**config.mk**
```make
export PLATFORM = sky130hd
export DESIGN_NAME = assq_sequencer
export DESIGN_NICKNAME = d
export VERILOG_FILES = /design/src/hw/assq_pkg.sv /design/src/hw/assq_sequencer.sv
export SDC_FILE = /design/constraint.sdc
export NUM_CORES = 1
export LEC_CHECK = 0
export ABC_AREA = 0
export BUFFER_PORTS_ARGS = -buffer_cell sky130_fd_sc_hd__buf_2
export CAP_MARGIN = 20
export CORE_ASPECT_RATIO = 1.4
export CORE_MARGIN = 2
export CORE_UTILIZATION = 58
export CTS_CLUSTER_DIAMETER = 150
export CTS_CLUSTER_SIZE = 14
export DETAILED_ROUTE_END_ITERATION = 12
export PLACE_DENSITY = 0.8
export SLEW_MARGIN = 20
export SYNTH_ARGS = -nofsm -noshare
export SYNTH_HDL_FRONTEND = slang
export SYNTH_SLANG_ARGS = --single-unit
```
**constraint.sdc**
```tcl
create_clock -name clk -period 3.5 [get_ports clk]
set_clock_uncertainty 0.2 [all_clocks]
set_input_delay 0.175 -clock clk [delete_from_list [all_inputs] [get_ports clk]]
set_output_delay 0.175 -clock clk [all_outputs]
set_load 0.005 [all_outputs]
```
**src/hw/assq_pkg.sv**
```systemverilog
// Constants and types shared by the serial sample sequencer.
package assq_pkg;
    localparam int ASSQ_CMD_BITS = 8;
    localparam int ASSQ_RESULT_BITS = 12;
    localparam logic [3:0] ASSQ_TRACK_AFTER_BIT = 4'h5;
    localparam logic [3:0] ASSQ_HOLD_AFTER_BIT = 4'h8;
    // Conversion steps are counted on rising shift-clock edges after hold.
    localparam logic [3:0] ASSQ_CONV_STEPS = 4'hf;
    localparam logic [3:0] ASSQ_STROBE_STEP = 4'h1;
    localparam logic [3:0] ASSQ_FIRST_DECISION = 4'h2;
    localparam logic [3:0] ASSQ_LAST_DECISION = 4'hd;
    // Command byte field positions, most significant first.
    localparam int ASSQ_START_POS = 7;
    localparam int ASSQ_SEL_HI_POS = 6;
    localparam int ASSQ_SEL_LO_POS = 4;
    localparam int ASSQ_POLARITY_POS = 3;
    localparam int ASSQ_MODE_POS = 2;
    localparam int ASSQ_PWR_HI_POS = 1;
    localparam int ASSQ_PWR_LO_POS = 0;
    // Host-side limits, kept for reference by the bench.
    localparam int ASSQ_DUTY_MIN_PCT = 40;
    localparam int ASSQ_DUTY_MAX_PCT = 60;
    localparam int ASSQ_ACQ_MIN_FAST_NS = 468;
    localparam int ASSQ_ACQ_MIN_SLOW_NS = 625;
    // Reset values.
    localparam logic [11:0] ASSQ_TRIAL_RESET = 12'h800;
    localparam logic [7:0] ASSQ_CMD_RESET = 8'h00;

    typedef enum logic [1:0] {
        ASSQ_WAIT_START = 2'b00,
        ASSQ_COMMAND = 2'b01,
        ASSQ_CONVERT = 2'b10
    } assq_state_type;
endpackage

```
**src/hw/assq_sequencer.sv**
```systemverilog
// Serial command capture, track/hold sequencing and SAR result shifting.
// Function
// - Sample serial command input on each shift-clock rising edge while select is low and the shutdown input is high, except during conversion.
// - Ignore serial command input completely whenever select is high.
// - Update result output on rising edges; high impedance while select is high.
// - Strobe high one shift-clock period before MSB decision; tri-stated when deselected.
// - Shutdown input low halts conversion activity and powers the converter down.
// - Single-ended: selected channel to positive input, common return to negative.
// - Differential: inputs only from adjacent pairs 0-1, 2-3, 4-5, 6-7.
// - Acquisition spans three shift-clock cycles, ending on falling edge after last bit.
// - Tracking starts on the falling edge after the fifth command bit.
// - Hold starts on the falling edge after the eighth bit, starting conversion.
// - Conversion takes fifteen shift-clock periods, scaling with host clock rate.
// - After conversion, hold capacitor reconnects to positive input and tracks again.
// - Each conversion yields a twelve-bit successive-approximation result.
// - After select falls, leading zeros are discarded; first one is the MSB.
// - Command: start, three channel bits, polarity, input mode, two power bits.
// - Result shifts MSB first; straight binary unipolar, two's complement bipolar.
`timescale 1ns/1ps
module assq_sequencer
    import assq_pkg::*;
(
    input wire logic clk,
    input wire logic rst,
    input wire logic shiftClockPin,
    input wire logic selectNPin,
    input wire logic serialDataInPin,
    input wire logic powerOffRequestN,
    input wire logic comparatorHigh,
    output logic serialDataOut,
    output logic serialDataOutOe,
    output logic conversionStrobeOut,
    output logic conversionStrobeOutOe,
    output logic [2:0] positiveChannel,
    output logic [2:0] negativeChannel,
    output logic negativeIsCommon,
    output logic holdCapacitorTracking,
    output logic converting,
    output logic [11:0] trialCode,
    output logic [1:0] powerModeBits,
    output logic unipolarMode,
    output logic poweredDown
);
    logic [2:0] sclkSync_reg;
    logic [1:0] selNSync_reg;
    logic [1:0] dinSync_reg;
    logic [1:0] pwrSync_reg;
    logic [1:0] cmpSync_reg;
    assq_state_type state_reg;
    logic [3:0] bitCount_reg;
    logic [3:0] step_reg;
    logic [6:0] cmdShift_reg;
    logic [11:0] trial_reg;
    logic dout_reg;
    logic strobe_reg;
    logic outOe_reg;
    logic [2:0] posCh_reg;
    logic [2:0] negCh_reg;
    logic negCom_reg;
    logic track_reg;
    logic [1:0] pwrMode_reg;
    logic unipolar_reg;
    logic down_reg;

    // Only the second stage of each synchroniser is read by logic; the shift clock also has its third stage read for edge detection.
    always_ff @(posedge clk or posedge rst) begin
        if (rst) begin
            sclkSync_reg <= 3'h0;
            selNSync_reg <= 2'h3;
            dinSync_reg <= 2'h0;
            pwrSync_reg <= 2'h3;
            cmpSync_reg <= 2'h0;
        end else begin
            sclkSync_reg <= {sclkSync_reg[1:0], shiftClockPin};
            selNSync_reg <= {selNSync_reg[0], selectNPin};
            dinSync_reg <= {dinSync_reg[0], serialDataInPin};
            pwrSync_reg <= {pwrSync_reg[0], powerOffRequestN};
            cmpSync_reg <= {cmpSync_reg[0], comparatorHigh};
        end
    end

    wire selected = ~selNSync_reg[1];
    wire shutdown = ~pwrSync_reg[1];
    wire active = selected & ~shutdown;
    wire sclkRise = active & sclkSync_reg[1] & ~sclkSync_reg[2];
    wire sclkFall = active & ~sclkSync_reg[1] & sclkSync_reg[2];
    wire dinBit = dinSync_reg[1];

    wire inWait = (state_reg == ASSQ_WAIT_START);
    wire inCommand = (state_reg == ASSQ_COMMAND);
    wire inConvert = (state_reg == ASSQ_CONVERT);
    wire startSeen = sclkRise & inWait & dinBit;
    wire cmdBitTaken = sclkRise & inCommand & (bitCount_reg < ASSQ_HOLD_AFTER_BIT);
    wire trackEdge = sclkFall & inCommand & (bitCount_reg == ASSQ_TRACK_AFTER_BIT);
    wire holdEdge = sclkFall & inCommand & (bitCount_reg == ASSQ_HOLD_AFTER_BIT);
    wire [3:0] stepNext = step_reg + 4'h1;
    wire convRise = sclkRise & inConvert;
    wire decideNow = convRise & (stepNext >= ASSQ_FIRST_DECISION)
        & (stepNext <= ASSQ_LAST_DECISION);
    wire convDone = convRise & (stepNext == ASSQ_CONV_STEPS);
    wire [3:0] bitIndex = ASSQ_LAST_DECISION - stepNext;

    // The start bit is implied; the shift register holds the seven bits that follow it.
    wire [7:0] cmdByte = {1'b1, cmdShift_reg};
    wire [2:0] chanSel = cmdByte[ASSQ_SEL_HI_POS:ASSQ_SEL_LO_POS];
    wire singleEnded = cmdByte[ASSQ_MODE_POS];
    wire [2:0] pairNeg = {chanSel[2:1], ~chanSel[0]};

    // Bit decided this step: comparator says input is at or above the trial code.
    wire decidedBit = cmpSync_reg[1];
    wire [11:0] bitMask = 12'h001 << bitIndex;
    wire [11:0] resultDecided = decidedBit ? (trial_reg) : (trial_reg & ~bitMask);
    wire [11:0] trialNext = resultDecided | (bitMask >> 1);
    // Bipolar output is two's complement: the offset-binary MSB is inverted.
    wire shiftedBit = (bitIndex == 4'hb) ? (decidedBit ^ ~unipolar_reg) : decidedBit;

    always_ff @(posedge clk or posedge rst) begin
        if (rst) begin
            state_reg <= ASSQ_WAIT_START;
            bitCount_reg <= 4'h0;
            step_reg <= 4'h0;
        end else if (!active) begin
            // Deselecting or shutting down abandons the frame and any conversion.
            state_reg <= ASSQ_WAIT_START;
            bitCount_reg <= 4'h0;
            step_reg <= 4'h0;
        end else begin
            unique case (state_reg)
                ASSQ_WAIT_START: begin
                    if (startSeen) begin
                        state_reg <= ASSQ_COMMAND;
                        bitCount_reg <= 4'h1;
                    end
                end
                ASSQ_COMMAND: begin
                    if (cmdBitTaken) begin
                        bitCount_reg <= bitCount_reg + 4'h1;
                    end
                    if (holdEdge) begin
                        state_reg <= ASSQ_CONVERT;
                        step_reg <= 4'h0;
                    end
                end
                ASSQ_CONVERT: begin
                    if (convRise) begin
                        step_reg <= stepNext;
                    end
                    if (convDone) begin
                        state_reg <= ASSQ_WAIT_START;
                        bitCount_reg <= 4'h0;
                    end
                end
                default: begin
                    state_reg <= ASSQ_WAIT_START;
                    bitCount_reg <= 4'h0;
                end
            endcase
        end
    end

    always_ff @(posedge clk or posedge rst) begin
        if (rst) begin
            cmdShift_reg <= ASSQ_CMD_RESET[6:0];
        end else if (startSeen) begin
            cmdShift_reg <= ASSQ_CMD_RESET[6:0];
        end else if (cmdBitTaken) begin
            cmdShift_reg <= {cmdShift_reg[5:0], dinBit};
        end
    end

    always_ff @(posedge clk or posedge rst) begin
        if (rst) begin
            posCh_reg <= 3'h0;
            negCh_reg <= 3'h0;
            negCom_reg <= 1'b1;
            pwrMode_reg <= 2'h0;
            unipolar_reg <= 1'b1;
        end else if (holdEdge) begin
            posCh_reg <= chanSel;
            negCh_reg <= singleEnded ? 3'h0 : pairNeg;
            negCom_reg <= singleEnded;
            pwrMode_reg <= cmdByte[ASSQ_PWR_HI_POS:ASSQ_PWR_LO_POS];
            unipolar_reg <= cmdByte[ASSQ_POLARITY_POS];
        end
    end

    always_ff @(posedge clk or posedge rst) begin
        if (rst) begin
            track_reg <= 1'b1;
        end else if (shutdown) begin
            track_reg <= 1'b1;
        end else if (trackEdge || convDone) begin
            track_reg <= 1'b1;
        end else if (holdEdge) begin
            track_reg <= 1'b0;
        end
    end

    always_ff @(posedge clk or posedge rst) begin
        if (rst) begin
            trial_reg <= ASSQ_TRIAL_RESET;
        end else if (holdEdge) begin
            trial_reg <= ASSQ_TRIAL_RESET;
        end else if (decideNow) begin
            trial_reg <= trialNext;
        end
    end

    always_ff @(posedge clk or posedge rst) begin
        if (rst) begin
            dout_reg <= 1'b0;
            strobe_reg <= 1'b0;
        end else if (!active) begin
            dout_reg <= 1'b0;
            strobe_reg <= 1'b0;
        end else if (sclkRise) begin
            strobe_reg <= convRise & (stepNext == ASSQ_STROBE_STEP);
            dout_reg <= decideNow ? shiftedBit : 1'b0;
        end
    end

    always_ff @(posedge clk or posedge rst) begin
        if (rst) begin
            outOe_reg <= 1'b0;
            down_reg <= 1'b0;
        end else begin
            outOe_reg <= selected;
            down_reg <= shutdown;
        end
    end

    assign serialDataOut = dout_reg;
    assign serialDataOutOe = outOe_reg;
    assign conversionStrobeOut = strobe_reg;
    assign conversionStrobeOutOe = outOe_reg;
    assign positiveChannel = posCh_reg;
    assign negativeChannel = negCh_reg;
    assign negativeIsCommon = negCom_reg;
    assign holdCapacitorTracking = track_reg;
    // Only the convert code has its upper bit set, so this flag is a plain flop bit.
    assign converting = state_reg[1];
    assign trialCode = trial_reg;
    assign powerModeBits = pwrMode_reg;
    assign unipolarMode = unipolar_reg;
    assign poweredDown = down_reg;
endmodule

```
==> results.sh <==
export IMPL_status="finished, final reports clean"
export IMPL_initial_utilization_pct=60.6
export IMPL_fin_tns_setup_ns=0
export IMPL_synth_area_leaders="dfrtp_1 40%, dfstp_2 7.1%, ha_1 4.7%"
export IMPL_p_int_uw=884
export IMPL_yosys_cell_types_count=64
export IMPL_grt_setup_unrepaired="no"
export IMPL_grt_usage_pct=22.1
export IMPL_final_cell_mix="47 x dfrtp_1, 35 x buf_2, 33 x nand2_1, 17 x inv_1, 16 x nor2_1"
export IMPL_route_detailed_drc=0
export IMPL_start_kind="flip-flop"
export IMPL_post_cts_setup_buffers=0
export IMPL_p_sw_share_pct=22.0
export IMPL_syn_num_nets=297
export IMPL_ant_nets=0
export IMPL_syn_area_per_cell_sq_um=10.6
export IMPL_area_growth_pct=11.9
export IMPL_period_needed_ns=2.98
export IMPL_synth_top_flop_cell="dfrtp_1"
export IMPL_dp_cells=365
export IMPL_rows=30
export IMPL_maxCapViolCount=0
export IMPL_cts_buffers=5
export IMPL_wirelength_mm=5.84
export IMPL_p_per_area_nw_per_um2=343
export IMPL_hpwlAfterDp_mm=4.30
export IMPL_antenna_found_initial=0
export IMPL_cts_tree="done"
export IMPL_wire_per_inst_um=15.4
export IMPL_die_y_um=88.5
export IMPL_seqPwrFrac_pct=57.8
export IMPL_grt_pass1_vias=2133
export IMPL_worstMarginPinSlew_ns=0.697
export IMPL_ios=36
export IMPL_fmax_mhz=336
export IMPL_yosys_area_top_type="dfrtp_1"
export IMPL_grt_pass1_wl_mm=9.80
export IMPL_num_antenna_cells=0
export IMPL_clkLatencyLatePin_ns=0.31
export IMPL_gp_congestion=0.830
export IMPL_num_vias=2235
export IMPL_clock_sinks=55
export IMPL_nNetsFinal=332
export IMPL_die_area_sq_um=5690
export IMPL_drive_gt1_share_pct=23.5
export IMPL_fin_cells=379
export IMPL_via_per_inst=5.90
export IMPL_cts_resized=0
export IMPL_hold_class="reg2reg"
export IMPL_clk_pin_slew_worst_paths_ns=0.10
export IMPL_dr_pass1_iters=4
export IMPL_pwr_share_comb_pct=3.9
export IMPL_p_sw_uw=249
export IMPL_gr_total_overflow=0
export IMPL_end_kind="flip-flop"
export IMPL_clockPowerShare_pct=38.3
export IMPL_h_tree_depth=2
export IMPL_slew_headroom_pct=53.4
export IMPL_p_leak_nw=1.57
export IMPL_async_flop_share_pct=100
export IMPL_seq_area_frac_synth_pct=46.9
export IMPL_critPathKind="reg2reg"
export IMPL_ir_drop_mv=0.321
export IMPL_synth_warnings=0
export IMPL_drt_iter0_drc=123
export IMPL_die_x_um=64.3
export IMPL_layout_commonest_cell="dfrtp_1"
export IMPL_synth_seq_cells=55
export IMPL_hold_ws_ns=0.161
export IMPL_synth_edf_count=0
export IMPL_post_route_period_util_pct=85.2
export IMPL_critPathArrivalTime_ns=3.04
export IMPL_port_buffers=35
export IMPL_cts_root_buffer="clkbuf_8"
export IMPL_core_region_area_sq_um=4880
export IMPL_largest_reg_flops=12
export IMPL_netlist_area_sq_um=2960
export IMPL_cts_hold_buf=6
export IMPL_clockBufferDepth=2
export IMPL_worstPathRequired_ns=3.56
export IMPL_cp_max_fo=12
export IMPL_finalHoldViolations=0
export IMPL_finalSetupViolations=0
export IMPL_slew_viol_final=0
export IMPL_synthCells=279
export IMPL_synth_top_area_share_pct=39.8
export IMPL_grt_max_degree=36
==> power by group through the flow <==
stage	Clock, mW	Sequential, mW	Combinational, mW
5_1_grt	0.460	0.656	0.0505
2_1_floorplan	0	0.664	0.0282
6_report	0.433	0.655	0.0442
3_5_place_dp	0	0.667	0.0398
4_1_cts	0.443	0.655	0.0452
3_3_place_gp	0	0.666	0.0387
==> worst max-delay path, cell delays in order, from the launching register on <==
cell and delay, ns:
dfrtp_1 0.59, ha_1 0.46, xnor2_1 0.19, inv_1 0.09
ha_1 0.26, xor2_4 0.18, xnor2_2 0.45, nand3_1 0.14
a211oi_1 0.26, a21o_1 0.11
==> area by class of cell <==
class                      instances  area, sq um
fill                             409         1570
multi-input combinational        192         1420
sequential                        55         1390
timing repair buffer              42          243
tap                               64         80.1
clock buffer                       6         72.6
inverter                          18         67.6
clock inverter                     2         41.3
==> path summary, 6_finish.rpt <==
path                       cells after the start                           end  slack, ns                      from
min reg2reg                                    0      pwrSync_reg[1]$_DFF_PP1_       0.16  pwrSync_reg[0]$_DFF_PP1_
min                                            0      pwrSync_reg[1]$_DFF_PP1_       0.16  pwrSync_reg[0]$_DFF_PP1_
max                                            9      trialCode[5]$_DFFE_PP0P_       0.52   step_reg[0]$_DFFE_PP0P_
max reg2reg                                    9      trialCode[5]$_DFFE_PP0P_       0.52   step_reg[0]$_DFFE_PP0P_
min in group asynchronous                      3      trialCode[2]$_DFFE_PP0P_       0.20                       rst
max in group asynchronous                      4  negativeIsCommon$_DFFE_PP1N_       2.05                       rst
==> synthesized netlist by cell type (all sizes together) (2+ instances only) <==
| cell | n |
|---|---|
| a21oi | 6 |
| nand3 | 5 |
| and3 | 4 |
| xor2 | 2 |
| nand4b | 2 |
| a211oi | 5 |
| and3b | 2 |
| or3 | 2 |
| xnor2 | 4 |
| nor2b | 3 |
| and4b | 2 |
| a22o | 2 |
| nand3b | 4 |
| a211o | 2 |
| nor3b | 2 |
| o2111ai | 2 |
| nor2 | 18 |
| dfstp | 8 |
| dfrtp | 47 |
| nand4 | 7 |
| buf | 10 |
| mux2i | 9 |
| o21ai | 16 |
| o211ai | 6 |
| a2111oi | 2 |
| a31oi | 6 |
| o221ai | 3 |
| o31ai | 3 |
| inv | 18 |
| clkbuf | 4 |
| nand2 | 34 |
| nand2b | 7 |
| ha | 11 |
| a21o | 4 |
==> stage by stage <==
stage               total power, mW  setup slack [ns]  util, %  cell area, sq um
finish                         1.13             0.519     67.7              3310
global route                   1.17             0.265     67.7              3310
CTS                            1.14             0.515     67.7              3310
detailed placement            0.707             0.539     64.2              3130
global placement              0.705             0.648     64.2              3130
floorplan                     0.692             0.904        -              2960
==> cell families (layout without fill, tap and decap cells) <==
group	count (synthesis)	count (layout)	share of synthesized area (%)
flip-flops	55	55	46.9
multiplexers	9	9	3.05
AND/OR/NAND/NOR	99	99	19.7
XOR/XNOR	6	6	2.92
AO/OA/AOI/OAI	67	67	17.6
buffers and inverters	32	68	5.21
adder cells (fa/ha/maj)	11	11	4.66
==> layer usage <==
layer	vias up	track usage (%)	routed length, um
li1	1065	-	-
met1	1110	24.9	2390
met2	48	41.6	3160
met3	12	2.67	151
met4	0	10.4	142
met5	-	0	0
(Power assumes the default switching activity.)
